## src/shared/ssc_params.svh

```systemverilog
// Subaddresses, bit positions and timing of the status bank.
`ifndef SSC_PARAMS_SVH
`define SSC_PARAMS_SVH

`define SSC_A_SCRATCH 8'h02
`define SSC_A_IRQ_STATE 8'h03
`define SSC_A_SYNC_DET 8'h04
`define SSC_A_LINES_LO 8'h05
`define SSC_A_LINES_HI 8'h06
`define SSC_A_CLKS_LO 8'h07
`define SSC_A_CLKS_HI 8'h08
`define SSC_A_REF_LINE_LO 8'h09
`define SSC_A_REF_LINE_HI 8'h0A
`define SSC_A_REF_PIX_LO 8'h0B
`define SSC_A_REF_PIX_HI 8'h0C
`define SSC_A_THRESH 8'h0D
`define SSC_A_REF_RED 8'h0E
`define SSC_A_REF_GREEN 8'h0F
`define SSC_A_REF_BLUE 8'h10
`define SSC_A_DARK_LINES 8'h11
`define SSC_A_DARK_PIX_LO 8'h12
`define SSC_A_DARK_PIX_HI 8'h13
`define SSC_A_CONT_LINE_LO 8'h14
`define SSC_A_CONT_LINE_HI 8'h15
`define SSC_A_CONT_PIX_LO 8'h16
`define SSC_A_CONT_PIX_HI 8'h17
`define SSC_A_CFG_ONE 8'h18
`define SSC_A_CFG_TWO 8'h19
`define SSC_A_EN_STOP_HI 8'hE3
`define SSC_A_VIS_BEGIN_LO 8'hE4
`define SSC_A_VIS_BEGIN_HI 8'hE5
`define SSC_A_VPULSE_LO 8'hE6
`define SSC_A_VPULSE_HI 8'hE7
`define SSC_A_LINE_TOT_LO 8'hE8
`define SSC_A_LINE_TOT_HI 8'hE9
`define SSC_A_MARKED_ONE 8'hC7
`define SSC_A_MARKED_TWO 8'hC9

`define SSC_C1_PROC_RST 0
`define SSC_C1_MEM_RST 1
`define SSC_C1_IN_RST 2
`define SSC_C1_MEM_INIT 3
`define SSC_C1_MEM_ABSENT 4
`define SSC_C1_ADC_SINGLE 5
`define SSC_C1_IRQ_ACK 6
`define SSC_C2_POWER_DOWN 0
`define SSC_C2_BLANK 1
`define SSC_C2_DITHER 2

`define SSC_RESET_BYTE 8'h00
`define SSC_CLK_MHZ 250
`define SSC_SYNC_LOSS_US 1000

`endif

```

## src/shared/ssc_pkg.sv

```systemverilog
// Types shared by the scaler status and config bank.
package ssc_pkg;
  typedef logic [7:0]  ssc_byte_t;
  typedef logic [10:0] ssc_line_t;
  typedef logic [11:0] ssc_pix_t;
  typedef enum logic [1:0] {
    SSC_SCAN_DARK    = 2'b01,
    SSC_SCAN_CONTENT = 2'b10
  } ssc_scan_e;
endpackage

```

## src/core/ssc_regs.sv

```systemverilog
// Status and configuration bank with sync measurement.
//
// Function
// [RULE1] Measure lines between vsyncs, 11 bits.
// [RULE2] Measure input clocks between hsyncs, 12 bits.
// [RULE3] Writable 11-bit reference line number.
// [RULE4] Writable 12-bit reference pixel position.
// [RULE5] Threshold colour classifies pixels black/non-black.
// [RULE6] Capture reference pixel red, green, blue.
// [RULE7] Count black lines after vsync, 8 bits.
// [RULE8] Count black pixels after hsync, 9 bits.
// [RULE9] Count lines until non-black content, 11 bits.
// [RULE10] Count pixels until non-black content, 12 bits.
// [RULE11] Config one bit 0 holds processing reset.
// [RULE12] Config one bit 1 holds memory reset.
// [RULE13] Config one bit 2 holds input reset.
// [RULE14] Config one bit 3 starts memory init.
// [RULE15] Config one bit 4 flags memory absent.
// [RULE16] Acknowledge bit 6 returns interrupt high.
// [RULE17] Config two bit 0 forces panel low.
// [RULE18] Config two bit 1 blanks screen.
// [RULE19] Config two bit 2 enables temporal dithering.
// [RULE20] Marked registers advance target, not pointer.
// [RULE21] Low byte first, upper bits next subaddress.
// [RULE22] Report sync presence and polarity status.
`include "ssc_params.svh"
`timescale 1ns/10ps
`default_nettype none

module ssc_regs
  import ssc_pkg::*;
#(
  parameter int SYNC_LOSS_CYC = `SSC_SYNC_LOSS_US * `SSC_CLK_MHZ
) (
  input  wire logic       clk_sys,
  input  wire logic       reset,
  input  wire logic       ser_start,
  input  wire logic [7:0] ser_addr,
  input  wire logic       ser_wr,
  input  wire logic       ser_rd,
  input  wire logic [7:0] ser_wdata,
  output logic      [7:0] ser_rdata,
  output logic            ser_rvalid,
  output logic            marked_wr,
  output logic      [7:0] marked_addr,
  output logic      [7:0] marked_index,
  output logic      [7:0] marked_data,
  input  wire logic       vid_hsync,
  input  wire logic       vid_vsync,
  input  wire logic       vid_strobe,
  input  wire logic [7:0] vid_red,
  input  wire logic [7:0] vid_green,
  input  wire logic [7:0] vid_blue,
  input  wire logic       irq_event,
  output logic            irq_n,
  output logic            proc_reset,
  output logic            mem_reset,
  output logic            input_reset,
  output logic            mem_init_start,
  output logic            mem_absent,
  output logic            adc_single,
  input  wire logic [7:0] pnl_red_in,
  input  wire logic [7:0] pnl_green_in,
  input  wire logic [7:0] pnl_blue_in,
  input  wire logic       pnl_hsync_in,
  input  wire logic       pnl_vsync_in,
  input  wire logic       pnl_de_in,
  output logic      [7:0] pnl_red,
  output logic      [7:0] pnl_green,
  output logic      [7:0] pnl_blue,
  output logic            pnl_hsync,
  output logic            pnl_vsync,
  output logic            pnl_de,
  output logic      [2:0] panel_enable_stop_pos_hi,
  output logic     [10:0] panel_visible_begin,
  output logic     [10:0] panel_vpulse_stop_line,
  output logic     [10:0] panel_line_total
);

  function automatic logic is_marked(input logic [7:0] a);
    is_marked = (a == `SSC_A_MARKED_ONE) || (a == `SSC_A_MARKED_TWO);
  endfunction

  function automatic logic is_black(input logic [7:0] r, input logic [7:0] g,
                                    input logic [7:0] b, input logic [7:0] t);
    is_black = (r <= t) && (g <= t) && (b <= t);
  endfunction

  ////////////////////////////////////////////////////////////////////////////
  // Subaddress pointer and register writes.

  logic [7:0] ptr_reg;
  logic [7:0] scratch_reg;
  logic [7:0] cfg_one_reg;
  logic [7:0] cfg_two_reg;
  ssc_line_t  ref_line_reg;
  ssc_pix_t   ref_pix_reg;
  logic [7:0] thresh_reg;
  logic [2:0] en_stop_hi_reg;
  ssc_line_t  vis_begin_reg;
  ssc_line_t  vpulse_reg;
  ssc_line_t  line_tot_reg;
  logic [7:0] mk_index_reg;
  logic [7:0] cur_addr;
  logic       wr_hit;
  logic       irq_pend_reg;
  logic       init_pulse_reg;
  logic       mk_wr_reg;
  logic [7:0] mk_data_reg;
  logic [7:0] mk_addr_reg;

  assign cur_addr = ser_start ? ser_addr : ptr_reg;
  assign wr_hit   = ser_wr && !ser_start;

  always_ff @(posedge clk_sys or posedge reset) begin
    if (reset) begin
      ptr_reg      <= 8'h00;
      mk_index_reg <= 8'h00;
    end else if (ser_start) begin
      ptr_reg      <= ser_addr;
      mk_index_reg <= 8'h00;
    end else if (ser_wr || ser_rd) begin
      if (is_marked(ptr_reg)) begin
        mk_index_reg <= mk_index_reg + 8'h01;  // [RULE20]
      end else begin
        ptr_reg <= ptr_reg + 8'h01;
      end
    end
  end

  always_ff @(posedge clk_sys or posedge reset) begin
    if (reset) begin
      mk_wr_reg   <= 1'b0;
      mk_data_reg <= 8'h00;
      mk_addr_reg <= 8'h00;
    end else begin
      mk_wr_reg <= wr_hit && is_marked(ptr_reg);  // [RULE20]
      if (wr_hit && is_marked(ptr_reg)) begin
        mk_data_reg <= ser_wdata;
        mk_addr_reg <= ptr_reg;
      end
    end
  end

  assign marked_wr    = mk_wr_reg;
  assign marked_data  = mk_data_reg;
  assign marked_addr  = mk_addr_reg;
  assign marked_index = mk_index_reg;

  always_ff @(posedge clk_sys or posedge reset) begin
    if (reset) begin
      scratch_reg    <= `SSC_RESET_BYTE;
      cfg_one_reg    <= `SSC_RESET_BYTE;
      cfg_two_reg    <= `SSC_RESET_BYTE;
      ref_line_reg   <= 11'h000;
      ref_pix_reg    <= 12'h000;
      thresh_reg     <= `SSC_RESET_BYTE;
      en_stop_hi_reg <= 3'h0;
      vis_begin_reg  <= 11'h000;
      vpulse_reg     <= 11'h000;
      line_tot_reg   <= 11'h000;
    end else if (wr_hit) begin
      case (ptr_reg)
        `SSC_A_SCRATCH:      scratch_reg <= ser_wdata;
        `SSC_A_REF_LINE_LO:  ref_line_reg[7:0] <= ser_wdata;     // [RULE3] [RULE21]
        `SSC_A_REF_LINE_HI:  ref_line_reg[10:8] <= ser_wdata[2:0];  // [RULE3]
        `SSC_A_REF_PIX_LO:   ref_pix_reg[7:0] <= ser_wdata;      // [RULE4] [RULE21]
        `SSC_A_REF_PIX_HI:   ref_pix_reg[11:8] <= ser_wdata[3:0];   // [RULE4]
        `SSC_A_THRESH:       thresh_reg <= ser_wdata;            // [RULE5]
        `SSC_A_CFG_ONE:      cfg_one_reg <= ser_wdata;
        `SSC_A_CFG_TWO:      cfg_two_reg <= ser_wdata;
        `SSC_A_EN_STOP_HI:   en_stop_hi_reg <= ser_wdata[2:0];
        `SSC_A_VIS_BEGIN_LO: vis_begin_reg[7:0] <= ser_wdata;
        `SSC_A_VIS_BEGIN_HI: vis_begin_reg[10:8] <= ser_wdata[2:0];
        `SSC_A_VPULSE_LO:    vpulse_reg[7:0] <= ser_wdata;
        `SSC_A_VPULSE_HI:    vpulse_reg[10:8] <= ser_wdata[2:0];
        `SSC_A_LINE_TOT_LO:  line_tot_reg[7:0] <= ser_wdata;
        `SSC_A_LINE_TOT_HI:  line_tot_reg[10:8] <= ser_wdata[2:0];
        default: ;
      endcase
    end
  end

  assign proc_reset  = cfg_one_reg[`SSC_C1_PROC_RST];  // [RULE11]
  assign mem_reset   = cfg_one_reg[`SSC_C1_MEM_RST];   // [RULE12]
  assign input_reset = cfg_one_reg[`SSC_C1_IN_RST];    // [RULE13]
  assign mem_absent  = cfg_one_reg[`SSC_C1_MEM_ABSENT];  // [RULE15]
  assign adc_single  = cfg_one_reg[`SSC_C1_ADC_SINGLE];
  assign panel_enable_stop_pos_hi = en_stop_hi_reg;
  assign panel_visible_begin      = vis_begin_reg;
  assign panel_vpulse_stop_line   = vpulse_reg;
  assign panel_line_total         = line_tot_reg;

  // Config one writes with bit 3 set pulse the initialiser.
  always_ff @(posedge clk_sys or posedge reset) begin
    if (reset) begin
      init_pulse_reg <= 1'b0;
    end else begin
      init_pulse_reg <= wr_hit && (ptr_reg == `SSC_A_CFG_ONE)
                        && ser_wdata[`SSC_C1_MEM_INIT];  // [RULE14]
    end
  end
  assign mem_init_start = init_pulse_reg;

  // An event beats a same-cycle acknowledge.
  always_ff @(posedge clk_sys or posedge reset) begin
    if (reset) begin
      irq_pend_reg <= 1'b0;
    end else if (irq_event) begin
      irq_pend_reg <= 1'b1;
    end else if (wr_hit && (ptr_reg == `SSC_A_CFG_ONE)
                 && ser_wdata[`SSC_C1_IRQ_ACK]) begin
      irq_pend_reg <= 1'b0;  // [RULE16]
    end
  end
  assign irq_n = ~irq_pend_reg;  // [RULE16]

  ////////////////////////////////////////////////////////////////////////////
  // Input synchronisers.

  logic [27:0] in_s1_reg;
  logic [27:0] in_s2_reg;
  logic        hs_prev_reg;
  logic        vs_prev_reg;

  always_ff @(posedge clk_sys or posedge reset) begin
    if (reset) begin
      in_s1_reg <= 28'h0000000;
      in_s2_reg <= 28'h0000000;
    end else begin
      in_s1_reg <= {vid_hsync, vid_vsync, vid_strobe, 1'b0, vid_red, vid_green, vid_blue};
      in_s2_reg <= in_s1_reg;
    end
  end

  logic       hs_lvl;
  logic       vs_lvl;
  logic       px_stb;
  logic [7:0] px_r;
  logic [7:0] px_g;
  logic [7:0] px_b;
  assign hs_lvl = in_s2_reg[27];
  assign vs_lvl = in_s2_reg[26];
  assign px_stb = in_s2_reg[25];
  assign px_r   = in_s2_reg[23:16];
  assign px_g   = in_s2_reg[15:8];
  assign px_b   = in_s2_reg[7:0];

  ////////////////////////////////////////////////////////////////////////////
  // Sync presence and polarity.

  logic        hs_pos_reg;
  logic        vs_pos_reg;
  logic [31:0] hs_idle_reg;
  logic [31:0] vs_idle_reg;
  logic        hs_lost_reg;
  logic        vs_lost_reg;
  logic        hs_edge;
  logic        vs_edge;

  always_ff @(posedge clk_sys or posedge reset) begin
    if (reset) begin
      hs_prev_reg <= 1'b0;
      vs_prev_reg <= 1'b0;
    end else begin
      hs_prev_reg <= hs_lvl;
      vs_prev_reg <= vs_lvl;
    end
  end

  // The leading edge of the pulse follows the detected polarity.
  assign hs_edge = hs_pos_reg ? (hs_lvl && !hs_prev_reg) : (!hs_lvl && hs_prev_reg);
  assign vs_edge = vs_pos_reg ? (vs_lvl && !vs_prev_reg) : (!vs_lvl && vs_prev_reg);

  // Sync idles during active pixels, revealing polarity.
  always_ff @(posedge clk_sys or posedge reset) begin
    if (reset) begin
      hs_pos_reg <= 1'b0;
      vs_pos_reg <= 1'b0;
    end else if (px_stb && !input_reset) begin
      hs_pos_reg <= !hs_lvl;  // [RULE22]
      vs_pos_reg <= !vs_lvl;  // [RULE22]
    end
  end

  always_ff @(posedge clk_sys or posedge reset) begin
    if (reset) begin
      hs_idle_reg <= 32'h00000000;
      vs_idle_reg <= 32'h00000000;
      hs_lost_reg <= 1'b1;
      vs_lost_reg <= 1'b1;
    end else begin
      if (hs_lvl != hs_prev_reg) begin
        hs_idle_reg <= 32'h00000000;
        hs_lost_reg <= 1'b0;  // [RULE22]
      end else if (hs_idle_reg >= 32'(SYNC_LOSS_CYC)) begin
        hs_lost_reg <= 1'b1;
      end else begin
        hs_idle_reg <= hs_idle_reg + 32'h00000001;
      end
      if (vs_lvl != vs_prev_reg) begin
        vs_idle_reg <= 32'h00000000;
        vs_lost_reg <= 1'b0;  // [RULE22]
      end else if (vs_idle_reg >= 32'(SYNC_LOSS_CYC)) begin
        vs_lost_reg <= 1'b1;
      end else begin
        vs_idle_reg <= vs_idle_reg + 32'h00000001;
      end
    end
  end

  ////////////////////////////////////////////////////////////////////////////
  // Frame measurement and auto adjustment counters.

  ssc_line_t  line_cnt_reg;
  ssc_pix_t   pix_cnt_reg;
  ssc_line_t  lines_meas_reg;
  ssc_pix_t   clks_meas_reg;
  logic [7:0] ref_r_reg;
  logic [7:0] ref_g_reg;
  logic [7:0] ref_b_reg;
  logic [7:0] dark_lines_reg;
  logic [7:0] dark_lines_run;
  ssc_line_t  cont_line_reg;
  ssc_line_t  cont_line_run;
  logic [8:0] dark_pix_reg;
  logic [8:0] dark_pix_run;
  ssc_pix_t   cont_pix_reg;
  ssc_pix_t   cont_pix_run;
  logic       line_dark_reg;
  logic       pix_found_reg;
  ssc_scan_e  scan_reg;
  logic       px_black;
  logic       on_ref_line;

  assign px_black    = is_black(px_r, px_g, px_b, thresh_reg);  // [RULE5]
  assign on_ref_line = (line_cnt_reg == ref_line_reg);

  always_ff @(posedge clk_sys or posedge reset) begin
    if (reset) begin
      line_cnt_reg   <= 11'h000;
      pix_cnt_reg    <= 12'h000;
      lines_meas_reg <= 11'h000;
      clks_meas_reg  <= 12'h000;
    end else if (input_reset) begin
      line_cnt_reg <= 11'h000;  // [RULE13]
      pix_cnt_reg  <= 12'h000;
    end else begin
      if (vs_edge) begin
        lines_meas_reg <= line_cnt_reg;  // [RULE1]
        line_cnt_reg   <= {10'h000, hs_edge};  // [RULE1]
      end else if (hs_edge && line_cnt_reg != 11'h7FF) begin
        line_cnt_reg <= line_cnt_reg + 11'h001;  // [RULE1]
      end
      if (hs_edge) begin
        clks_meas_reg <= pix_cnt_reg;  // [RULE2]
        pix_cnt_reg   <= 12'h000;
      end else if (px_stb && pix_cnt_reg != 12'hFFF) begin
        pix_cnt_reg <= pix_cnt_reg + 12'h001;  // [RULE2]
      end
    end
  end

  always_ff @(posedge clk_sys or posedge reset) begin
    if (reset) begin
      ref_r_reg <= 8'h00;
      ref_g_reg <= 8'h00;
      ref_b_reg <= 8'h00;
    end else if (px_stb && !input_reset && on_ref_line && pix_cnt_reg == ref_pix_reg) begin
      ref_r_reg <= px_r;  // [RULE6]
      ref_g_reg <= px_g;  // [RULE6]
      ref_b_reg <= px_b;  // [RULE6]
    end
  end

  // Horizontal scan on the reference line.
  always_ff @(posedge clk_sys or posedge reset) begin
    if (reset) begin
      dark_pix_run  <= 9'h000;
      cont_pix_run  <= 12'h000;
      pix_found_reg <= 1'b0;
      dark_pix_reg  <= 9'h000;
      cont_pix_reg  <= 12'h000;
    end else if (input_reset || hs_edge) begin
      if (!input_reset && on_ref_line) begin
        dark_pix_reg <= dark_pix_run;  // [RULE8]
        cont_pix_reg <= cont_pix_run;  // [RULE10]
      end
      dark_pix_run  <= 9'h000;
      cont_pix_run  <= 12'h000;
      pix_found_reg <= 1'b0;
    end else if (px_stb && !pix_found_reg) begin
      if (px_black) begin
        if (dark_pix_run != 9'h1FF) begin
          dark_pix_run <= dark_pix_run + 9'h001;  // [RULE8]
        end
        cont_pix_run <= cont_pix_run + 12'h001;  // [RULE10]
      end else begin
        pix_found_reg <= 1'b1;
      end
    end
  end

  // Lines stay dark until one holds a non-black pixel.
  always_ff @(posedge clk_sys or posedge reset) begin
    if (reset) begin
      line_dark_reg  <= 1'b1;
      scan_reg       <= SSC_SCAN_DARK;
      dark_lines_run <= 8'h00;
      cont_line_run  <= 11'h000;
      dark_lines_reg <= 8'h00;
      cont_line_reg  <= 11'h000;
    end else if (input_reset) begin
      line_dark_reg  <= 1'b1;
      scan_reg       <= SSC_SCAN_DARK;
      dark_lines_run <= 8'h00;
      cont_line_run  <= 11'h000;
    end else if (vs_edge) begin
      dark_lines_reg <= dark_lines_run;  // [RULE7]
      cont_line_reg  <= cont_line_run;   // [RULE9]
      line_dark_reg  <= 1'b1;
      scan_reg       <= SSC_SCAN_DARK;
      dark_lines_run <= 8'h00;
      cont_line_run  <= 11'h000;
    end else if (hs_edge) begin
      line_dark_reg <= 1'b1;
      case (scan_reg)
        SSC_SCAN_DARK: begin
          if (line_dark_reg) begin
            if (dark_lines_run != 8'hFF) begin
              dark_lines_run <= dark_lines_run + 8'h01;  // [RULE7]
            end
            cont_line_run <= cont_line_run + 11'h001;  // [RULE9]
          end else begin
            scan_reg <= SSC_SCAN_CONTENT;
          end
        end
        SSC_SCAN_CONTENT: scan_reg <= SSC_SCAN_CONTENT;
        default:          scan_reg <= SSC_SCAN_DARK;
      endcase
    end else if (px_stb && !px_black) begin
      line_dark_reg <= 1'b0;  // [RULE5]
    end
  end

  ////////////////////////////////////////////////////////////////////////////
  // Read port.

  always_ff @(posedge clk_sys or posedge reset) begin
    if (reset) begin
      ser_rdata  <= 8'h00;
      ser_rvalid <= 1'b0;
    end else begin
      ser_rvalid <= ser_rd;
      if (ser_rd) begin
        case (cur_addr)
          `SSC_A_SCRATCH: ser_rdata <= scratch_reg;
          `SSC_A_IRQ_STATE: ser_rdata <= {7'h00, irq_n};
          `SSC_A_SYNC_DET: ser_rdata <= {4'h0, vs_pos_reg, hs_pos_reg,
                                         vs_lost_reg, hs_lost_reg};  // [RULE22]
          `SSC_A_LINES_LO: ser_rdata <= lines_meas_reg[7:0];  // [RULE21]
          `SSC_A_LINES_HI: ser_rdata <= {5'h00, lines_meas_reg[10:8]};
          `SSC_A_CLKS_LO: ser_rdata <= clks_meas_reg[7:0];
          `SSC_A_CLKS_HI: ser_rdata <= {4'h0, clks_meas_reg[11:8]};
          `SSC_A_REF_RED: ser_rdata <= ref_r_reg;
          `SSC_A_REF_GREEN: ser_rdata <= ref_g_reg;
          `SSC_A_REF_BLUE: ser_rdata <= ref_b_reg;
          `SSC_A_DARK_LINES: ser_rdata <= dark_lines_reg;
          `SSC_A_DARK_PIX_LO: ser_rdata <= dark_pix_reg[7:0];
          `SSC_A_DARK_PIX_HI: ser_rdata <= {7'h00, dark_pix_reg[8]};
          `SSC_A_CONT_LINE_LO: ser_rdata <= cont_line_reg[7:0];
          `SSC_A_CONT_LINE_HI: ser_rdata <= {5'h00, cont_line_reg[10:8]};
          `SSC_A_CONT_PIX_LO: ser_rdata <= cont_pix_reg[7:0];
          `SSC_A_CONT_PIX_HI: ser_rdata <= {4'h0, cont_pix_reg[11:8]};
          default: ser_rdata <= 8'h00;
        endcase
      end
    end
  end

  ////////////////////////////////////////////////////////////////////////////
  // Panel output stage: power-down, blanking and temporal dithering.

  logic       frame_phase_reg;
  logic       pnl_vs_prev_reg;
  logic       pix_phase_reg;
  logic [7:0] dith_r;
  logic [7:0] dith_g;
  logic [7:0] dith_b;
  logic       dith_bit;

  always_ff @(posedge clk_sys or posedge reset) begin
    if (reset) begin
      frame_phase_reg <= 1'b0;
      pnl_vs_prev_reg <= 1'b0;
      pix_phase_reg   <= 1'b0;
    end else begin
      pnl_vs_prev_reg <= pnl_vsync_in;
      if (pnl_vsync_in && !pnl_vs_prev_reg) begin
        frame_phase_reg <= !frame_phase_reg;
      end
      pix_phase_reg <= pnl_de_in ? !pix_phase_reg : 1'b0;
    end
  end

  // Dithering flips the LSB by frame and pixel parity.
  assign dith_bit = frame_phase_reg ^ pix_phase_reg;
  assign dith_r = cfg_two_reg[`SSC_C2_DITHER] ? {pnl_red_in[7:1], pnl_red_in[0] ^ dith_bit}
                                              : pnl_red_in;  // [RULE19]
  assign dith_g = cfg_two_reg[`SSC_C2_DITHER] ? {pnl_green_in[7:1], pnl_green_in[0] ^ dith_bit}
                                              : pnl_green_in;  // [RULE19]
  assign dith_b = cfg_two_reg[`SSC_C2_DITHER] ? {pnl_blue_in[7:1], pnl_blue_in[0] ^ dith_bit}
                                              : pnl_blue_in;  // [RULE19]

  always_ff @(posedge clk_sys or posedge reset) begin
    if (reset) begin
      pnl_red   <= 8'h00;
      pnl_green <= 8'h00;
      pnl_blue  <= 8'h00;
      pnl_hsync <= 1'b0;
      pnl_vsync <= 1'b0;
      pnl_de    <= 1'b0;
    end else if (cfg_two_reg[`SSC_C2_POWER_DOWN]) begin
      pnl_red   <= 8'h00;  // [RULE17]
      pnl_green <= 8'h00;
      pnl_blue  <= 8'h00;
      pnl_hsync <= 1'b0;
      pnl_vsync <= 1'b0;
      pnl_de    <= 1'b0;
    end else begin
      pnl_hsync <= pnl_hsync_in;
      pnl_vsync <= pnl_vsync_in;
      pnl_de    <= pnl_de_in;
      if (cfg_two_reg[`SSC_C2_BLANK]) begin
        pnl_red   <= 8'h00;  // [RULE18]
        pnl_green <= 8'h00;
        pnl_blue  <= 8'h00;
      end else begin
        pnl_red   <= dith_r;
        pnl_green <= dith_g;
        pnl_blue  <= dith_b;
      end
    end
  end

endmodule // ssc_regs

`default_nettype wire

```

## config.mk

```make
export PLATFORM = sky130hd
export DESIGN_NAME = ssc_regs
export DESIGN_NICKNAME = d
export VERILOG_FILES = /design/src/shared/ssc_pkg.sv /design/src/core/ssc_regs.sv
export VERILOG_INCLUDE_DIRS = /design/src /design/src/shared
export SDC_FILE = /design/constraint.sdc
export NUM_CORES = 1
export LEC_CHECK = 0
export ABC_AREA = 1
export BUFFER_PORTS_ARGS = -buffer_cell sky130_fd_sc_hd__buf_2
export CAP_MARGIN = 20
export CORE_UTILIZATION = 25
export DETAILED_ROUTE_END_ITERATION = 10
export PLACE_DENSITY = 0.49
export REMOVE_ABC_BUFFERS = 1
export SETUP_SLACK_MARGIN = 0.3
export SYNTH_ARGS = -nofsm -noshare
export SYNTH_HDL_FRONTEND = slang
export SYNTH_SLANG_ARGS = --single-unit
```

## constraint.sdc

```tcl
create_clock -name clk_sys -period 14.4 [get_ports clk_sys]
set_input_delay 0 -clock clk_sys [delete_from_list [all_inputs] [get_ports clk_sys]]
set_output_delay 0 -clock clk_sys [all_outputs]
set_load 0.02 [all_outputs]
```

Yosys cells after proc, flatten, opt, wreduce, memory -nomap -nowiden
Index checks and enable logic that the tools add are counted.
{"block": "totals", "reg_bits": 436, "inputBits": 76, "elab_cells": 275}
{"block": "classes", "addsub": 10, "order_cmp": 5, "n_eq_ne": 49, "mux": 69, "bitwise_logic": 6, "n_reduce_logical": 75}
{"operator": "8-bit two-way mux", "n": 19}
{"operator": "8-bit one-hot mux with 17 select lines", "n": 1}
{"operator": "32-bit two-way mux", "n": 4}
{"operator": "11-bit two-way mux", "n": 8}
{"operator": "8-bit by 5-bit == test with 1-bit output (second input constant)", "n": 10}
{"operator": "8-bit == test (second input constant)", "n": 9}
{"operator": "12-bit two-way mux", "n": 6}
{"operator": "32-bit by 1-bit adder with 32-bit output (second input constant)", "n": 2}
{"operator": "8-bit by 4-bit == test with 1-bit output (second input constant)", "n": 8}
{"operator": "32-bit by 18-bit >= comparator with 1-bit output (second input constant)", "n": 2}
{"operator": "2-bit AND reduction", "n": 23}
{"operator": "9-bit two-way mux", "n": 4}
{"operator": "8-bit by 3-bit == test with 1-bit output (second input constant)", "n": 4}
{"operator": "12-bit by 1-bit adder with 12-bit output (second input constant)", "n": 2}
{"operator": "8-bit by 1-bit adder with 8-bit output (second input constant)", "n": 3}
{"operator": "8-bit by 2-bit == test with 1-bit output (second input constant)", "n": 3}
{"operator": "8-bit <= comparator", "n": 3}
{"operator": "11-bit by 1-bit adder with 11-bit output (second input constant)", "n": 2}
{"operator": "1-bit two-way mux", "n": 22}
{"operator": "1-bit logical AND", "n": 20}
{"operator": "3-bit nonzero test", "n": 6}
{"operator": "2-bit nonzero test", "n": 8}
{"operator": "12-bit == test", "n": 1}
{"operator": "12-bit != test (second input constant)", "n": 1}
{"operator": "20 further kinds", "n": 43}

Logic depth before layout (Yosys ltp)
Gate-level depths: netlist of run 1.
{"block": "logic_depth", "ltp_word": 9, "mapped_depth": 15, "depth_no_buf": 14}

Worst setup path before layout of run 1
No wires, ideal clock.
{"block": "synth_path", "path_type": "register to register", "from": "register dark_pix_run[0]", "to": "register dark_pix_run[0]", "setup_ns": 0.118, "arrival_ns": 1.898, "required_ns": 14.282, "slack_ns": 12.384, "path_stages_with_launch": 10, "path_buffers": 0, "period_less_slack_ns": 2.016, "cell_sequence": "dfrtp_1 ha_1 nand3_1 nor3b_1 and3_1 ha_1 o21ai_1 nand2_1 nand2_1 nand2_1"}
{"block": "synth_via", "elab_chain_cells": 5}
{"item": "start, declared", "line": "ssc_regs.sv:327", "text": "logic [8:0] dark_pix_run;"}
{"item": "start signal, assigned", "line": "ssc_regs.sv:395", "text": "dark_pix_run <= dark_pix_run + 9'h001;"}
{"item": "9-bit by 1-bit adder with 9-bit output", "line": "ssc_regs.sv:395"}
{"item": "9-bit two-way mux", "line": "ssc_regs.sv:394", "text": "if (dark_pix_run != 9'h1FF) begin"}
{"item": "9-bit two-way mux", "line": "ssc_regs.sv:393", "text": "if (px_black) begin"}
{"item": "9-bit two-way mux", "line": "ssc_regs.sv:392", "text": "end else if (px_stb && !pix_found_reg) begin"}
{"item": "9-bit two-way mux", "line": "ssc_regs.sv:384", "text": "end else if (input_reset || hs_edge) begin"}
Several ways; a longest one is shown, not always the timed one. The select of a mux whose other input is x is not followed.
A chain may end at the register's enable or synchronous reset.

Worst setup path after layout of run 1
{"block": "layout_path", "from": "register line_cnt_reg[8]", "to": "register ref_b_reg[0]"}
{"block": "layout_via", "elab_chain_cells": 3}
{"item": "start, declared", "line": "ssc_regs.sv:315", "text": "ssc_line_t line_cnt_reg;"}
{"item": "start signal, assigned", "line": "ssc_regs.sv:351", "text": "line_cnt_reg <= {10'h000, hs_edge};"}
{"item": "start signal, assigned", "line": "ssc_regs.sv:353", "text": "line_cnt_reg <= line_cnt_reg + 11'h001;"}
{"item": "11-bit == test", "line": "ssc_regs.sv:337", "text": "assign on_ref_line = (line_cnt_reg == ref_line_reg);"}
{"item": "1-bit logical AND (2 in a row)", "line": "ssc_regs.sv:369", "text": "end else if (px_stb && !input_reset && on_ref_line && pix_cnt_reg == ref_pix_reg) begin"}
{"item": "end signal, assigned", "line": "ssc_regs.sv:372", "text": "ref_b_reg <= px_b;"}
{"item": "end, declared", "line": "ssc_regs.sv:321", "text": "logic [7:0] ref_b_reg;"}
No other way between the ends.

==> results of run 1 <==
## worst paths after layout
| kind | to | start | slack [ps] |
|---|---|---|---|
| max | ref_b_reg[0] | line_cnt_reg[8] | 11040 |
| min | in_s1_reg[1] | vid_blue[1] | 50 |
| max reg2reg | ref_b_reg[0] | line_cnt_reg[8] | 11040 |
| min reg2reg | in_s2_reg[20] | in_s1_reg[20] | 340 |
| max in group asynchronous | pnl_green[6] | reset | 11820 |
| min in group asynchronous | in_s1_reg[4] | reset | 170 |
## layer usage
metal  up-vias  global-route usage  part of all wire
met3        85              0.0239             0.051
met5         -                   0                 0
met4         0              0.0431             0.024
li1       7871                   -                 -
met1      7447               0.197              0.48
met2       342               0.221              0.45
## cell type report
type / count / area (um^2) / share of cell area
sequential: 435 / 10900 / 0.454
multi-input combinational: 1513 / 7390 / 0.308
timing repair buffer: 265 / 1740 / 0.0725
clock buffer: 74 / 1520 / 0.0635
tap: 1040 / 1300 / 0.0542
inverter: 245 / 927 / 0.0386
clock inverter: 18 / 216 / 0.00902
## cells by family (layout without fill, tap and decap cells)
group | after synthesis | count (layout) | synth area share
xor+xnor | 47 | 47 | 0.0211
flops | 435 | 435 | 0.558
compound gates | 337 | 337 | 0.0917
buf+inv | 317 | 602 | 0.0639
simple gates | 1083 | 1083 | 0.236
fa+ha+maj | 45 | 45 | 0.0288
mux | 1 | 1 | 0.000577
## cell usage after synthesis, types with 6 or more instances
library cell	n
a211oi_1	6
a21oi_1	55
and3_1	8
buf_2	25
clkbuf_1	39
dfrtp_1	431
ha_1	45
inv_1	241
nand2_1	550
nand3_1	206
nand4_1	31
nor2_1	201
nor2_2	6
nor3_1	48
nor3b_1	6
nor4_1	12
o21ai_0	234
o21ai_1	6
o31ai_1	12
xnor2_1	12
xor2_1	35
## metrics by stage
step	total power, W	cell area, um^2
3_3_place_gp	0.00185	21500
6_report	0.00318	24000
4_1_cts	0.00323	24000
2_1_floorplan	0.00170	19200
5_1_grt	0.00335	24000
3_5_place_dp	0.00186	21500
## where the power goes
part	switching [W]	internal (W)
logic	0.000296	0.000134
registers	0.0000803	0.00134
clock network	0.000528	0.000804
total	0.000904	0.00228
## repair_timing
item,4_1_cts,5_1_grt
endpoints found under the setup margin,0,0
hold endpoints to repair,251,0
hold buffers,74,0
buffers inserted,0,0
## worst reg2reg max path, cell delays in order (launching register included)
cell and delay (ps):
dfrtp_1 370, inv_1 140, or2_2 130, nand3_1 80, nor4_1 340, nand2_1 430, inv_1 640, nand2_1 700
o21ai_0 410
==> metrics.txt, run 1 <==
remaining antenna violation count 0; Vias/cell between 4 and 5; FF+latch count, synth 435; Crit path required time around 15000 ps; Leak between 10 and 15 nW; critical path type reg2reg; Async SR Flop Fraction 1.00; CTS tree yes; Area Overhead vs Synth 22.8%; Port Buffers ~180; Peak VDD IR approximately 90 uV; worst-margin pin slew 1050 ps; n_diodes 0; dpl hpwl roughly 38000 um; Total GRT Usage 0.141; CP cell instances inv_1 -> or2_2 -> nand3_1 -> nor4_1 -> nand2_1 -> inv_1 -> nand2_1 -> o21ai_0; Die Y around 280 um; Top FF cell, synth dfrtp_1; fin crit period roughly 3400 ps; Post-Synthesis Cell Area between 0.015 and 0.02 mm^2; CP startpoint kind flop; WL final around 55000 um; hold path depth 2; largest cells by area after synthesis dfrtp_1 55%, nand2_1 11%, o21ai_0 6.0%; initial core utilization 0.253; row cnt 102; DRC 0; most frequent cells in the layout 550 x nand2_1, 431 x dfrtp_1, 240 x inv_1, 234 x o21ai_0, 206 x nand3_1; skew final about 25 ps; CTS max path bufs 3; initial antenna violation count 0; Fillers ~8200; Max-cap violations 0; outcome finished clean; Setup Viol. Count Final 0; Die ar. 0.0792 mm^2; Levels on crit path 8; Max Clk Rate slightly below 300 MHz; number of global-route vias before repair 15400; synth unique cells between 40 and 50; WL/cell about 15 um; total negative setup slack 0 ps; Yosys Warn Count 0; TritonRoute pass-1 iters 5; Clock Tree Root clkbuf_16; layout cells sized above 1 0.119; total CTS buffers 51; H-Tree Depth 2; family with the most delay on the worst path simple AND/OR/NAND/NOR gates; Clock transition at path regs 60 ps; syn_area_per_cell 8.62 um^2; Syn Inst Count roughly 2300; Post-CTS Resized 0; CORE AREA around 0.077 mm^2; RSZ-0062 raised after global routing no; final setup margin ~11000 ps; first-pass GRT wire length around 90000 um; CP Capture Type flop; worst r2r path cells 8; Largest stage delay, worst path approximately 700 ps; sequential-to-total area share from yosys stat 0.558; Layout Cells excl Fill 3590; worst rel slew slack 0.300; final core occ 0.310; Fin. Hold Viols 0; Final GP Congestion roughly 0.85; Yosys top cell area share 0.552; Final Cycle Share 0.233; Worst-Skew Late Latency 600 ps; number of synthesized flops with an enable pin 0; largest net degree at the start of global routing 163; Hold Crit Class in2reg; Yosys top cell by area dfrtp_1; CP max FO 27; dpl ws roughly 11000 ps; PwrDens 133 mW/mm^2; GR Overflow Total 0; WHS 47.5 ps; CTS Sinks between 400 and 500; Die W roughly 280 um; # placed instances 3424; commonest non-fill, non-tap cell in the layout nand2_1; I/O pin cnt 180; routed vias approximately 16000; Max Slew Vio Count 0; Nets about 2600; initial DRC count around 1200; CP arrival around 3800 ps; Slowest-stage cell, CP nand2_1; Buf/Inv on CP 2
Power figures use the tool's default switching activity.
==> run 2, diff against run 1 <==
ABC_AREA = 0   (was 1)
PLACE_DENSITY = 0.51   (was 0.49)
clock period = 3 ns   (was 14.4 ns; I/O delays follow)
==> metrics.txt, run 2 <==
PwrDens ~650 mW/mm^2; fin crit period 2590 ps; total power between 0.015 and 0.02 W; critical path type reg2reg; initial antenna violation count 1; largest cells by area after synthesis dfrtp_1 57%, mux2_2 9.1%, ha_1 3.0%; worst r2r path cells 8; Synth Area in Simple Gates 0.138; RSZ-0062 raised after global routing no; Total GRT Usage 0.133; Synth Area in Adders 0.0300; syn_area_per_cell about 12 um^2; synth unique cells 71; row cnt 100; Commonest cells post-synth 431 x dfrtp_1, 152 x mux2_2, 93 x nor2_1; CP startpoint kind flop; initial DRC count between 700 and 800; Clock power frac 0.409; most frequent cells in the layout 429 x dfrtp_1, 179 x buf_2, 152 x mux2_2, 91 x nor2_1, 88 x dlygate4sd3_1; Fin. Hold Viols 0; Die ar. 0.0763 mm^2; area of placed instances approximately 0.021 mm^2; Max Clk Rate about 390 MHz; Worst-Skew Late Latency 590 ps; FF-to-FF End ser_rdata[5]; WL/cell 17.8 um; commonest non-fill, non-tap cell in the layout dfrtp_1; Final GP Congestion 0.842; Worst setup startpoint ptr_reg[1]; CP arrival around 3000 ps; worst rel slew slack 0.465; final instance area about 0.024 mm^2; worst setup path endpoint ser_rdata[5]; Max Slew Vio Count 0; Syn Inst Count about 1500; worst reg2reg startpoint ptr_reg[1]; Int Power approximately 0.011 W; Async SR Flop Fraction 1.00; H-Tree Depth 2; Setup Viol. Count Final 0; initial core utilization 0.252; largest net degree at the start of global routing 85; number of synthesized flops with an enable pin 0; Post-Synthesis Cell Area about 0.019 mm^2; mux cell area share after synthesis 0.111; CTS tree yes; DRC 0; Nets 1957; R2R Setup Slk 410 ps; Compound-Gate Fraction of Synth Area 0.0726; Die Y ~280 um; largest family of logic cells by synthesized area simple AND/OR/NAND/NOR gates; Max-cap violations 0; Yosys top cell by area dfrtp_1; first-pass GRT wire length ~80000 um; skew final about 32 ps; Peak VDD IR between 300 and 400 uV; I/O pin cnt 180; sequential-to-total area share from yosys stat 0.580; Clock transition at path regs about 60 ps; switching pwr around 0.0042 W; CP max FO 9; FF+latch count, synth roughly 440; count leader, synth dfrtp_1; Area Overhead vs Synth 25.7%; outcome finished clean; Die W approximately 280 um; TritonRoute pass-1 iters 7; CP Capture Type flop; CORE AREA between 0.07 and 0.08 mm^2; WL final ~50000 um; Yosys top cell area share 0.574; CTS Sinks about 440; remaining antenna violation count 0; CTS max path bufs 3; dpl ws approximately 410 ps; dpl hpwl 35600 um; Combinational Power Share 0.130; Yosys Warn Count 0; Top FF cell, synth dfrtp_1; total CTS buffers just under 50; routed vias approximately 13000; final setup margin 414 ps; worst-margin pin slew approximately 800 ps; switching share of power 0.273; sequential power share 0.461; GR Overflow Total 0; Crit path required time about 3500 ps; Vias/cell roughly 4.6; Clock Tree Root clkbuf_16; number of global-route vias before repair approximately 14000; Final Cycle Share 0.862; Post-Synth XOR/XNOR Area 0.0457; layout cells sized above 1 0.255; Leak approximately 11 nW; Hold Crit Class in2async; Port Buffers 179
-- run 2: how the worst min path moves through the flow --
stage / from / endpoint / slack [ps] / depth (start not counted)
finish: reset / pnl_green[7] / 30 / 3
global route: vid_blue[5] / in_s1_reg[5] / 30 / 2
CTS: vid_blue[4] / in_s1_reg[4] / 0.7 / 2
detailed placement: vid_green[2] / in_s1_reg[10] / 110 / 1
global placement: vid_green[5] / in_s1_reg[13] / 110 / 1
floorplan: vid_blue[0] / in_s1_reg[0] / 30 / 0
-- run 2: final cells by class --
type | count | area [um^2]
fill | 7411 | 50800
sequential | 435 | 10900
multi-input combinational | 1006 | 7520
timing repair buffer | 303 | 2110
clock buffer | 71 | 1450
tap | 969 | 1210
clock inverter | 18 | 272
inverter | 41 | 161
antenna | 1 | 2.50
-- run 2: cells by family (layout without fill, tap and decap cells) --
group	count (synthesis)	in the layout
buffers and inverters	103	433
muxes	186	186
other	0	1
DFF	435	435
AOI/OAI and AO/OA	197	197
adders and majority gates	45	45
and+or+nand+nor	480	480
xor gates and xnor gates	98	98
-- run 2: critical path, stage by stage, from the launching register on --
cell,delay (ps)
dfrtp_2,470
inv_1,180
o32ai_1,170
buf_4,200
and3_1,330
or4_1,510
nor3_1,160
a31o_2,310
o2bb2ai_1,110
-- run 2: metrics by stage --
step	hold slack, ps	util	instances	setup TNS [ps]
2_1_floorplan	31.4	-	1482	-3948870
3_3_place_gp	111	0.281	2664	0
3_5_place_dp	109	0.281	2664	0
4_1_cts	0.729	0.316	2841	0
5_1_grt	27.6	0.317	2843	0
6_report	33.9	0.317	2844	0
-- run 2: power by group through the flow --
stage	Sequential [W]	Combinational, W	Clock (W)
global route	0.00719	0.00223	0.00675
floorplan	0.00701	0.00122	0
CTS	0.00710	0.00201	0.00653
finish	0.00711	0.00200	0.00630
global placement	0.00719	0.00186	0
detailed placement	0.00720	0.00190	0
-- run 2: layer usage --
metal  share of wire  track usage
met5               0            0
met4           0.023       0.0434
met3           0.045       0.0215
met2            0.47        0.216
met1            0.46        0.180
-- run 2: timing repair --
item / CTS / global route
buffers inserted: 0 / 2
hold buffers: 88 / 0
endpoints found under the hold margin: 187 / 0
gates resized for setup: 0 / 11
endpoints found under the setup margin: 0 / 28
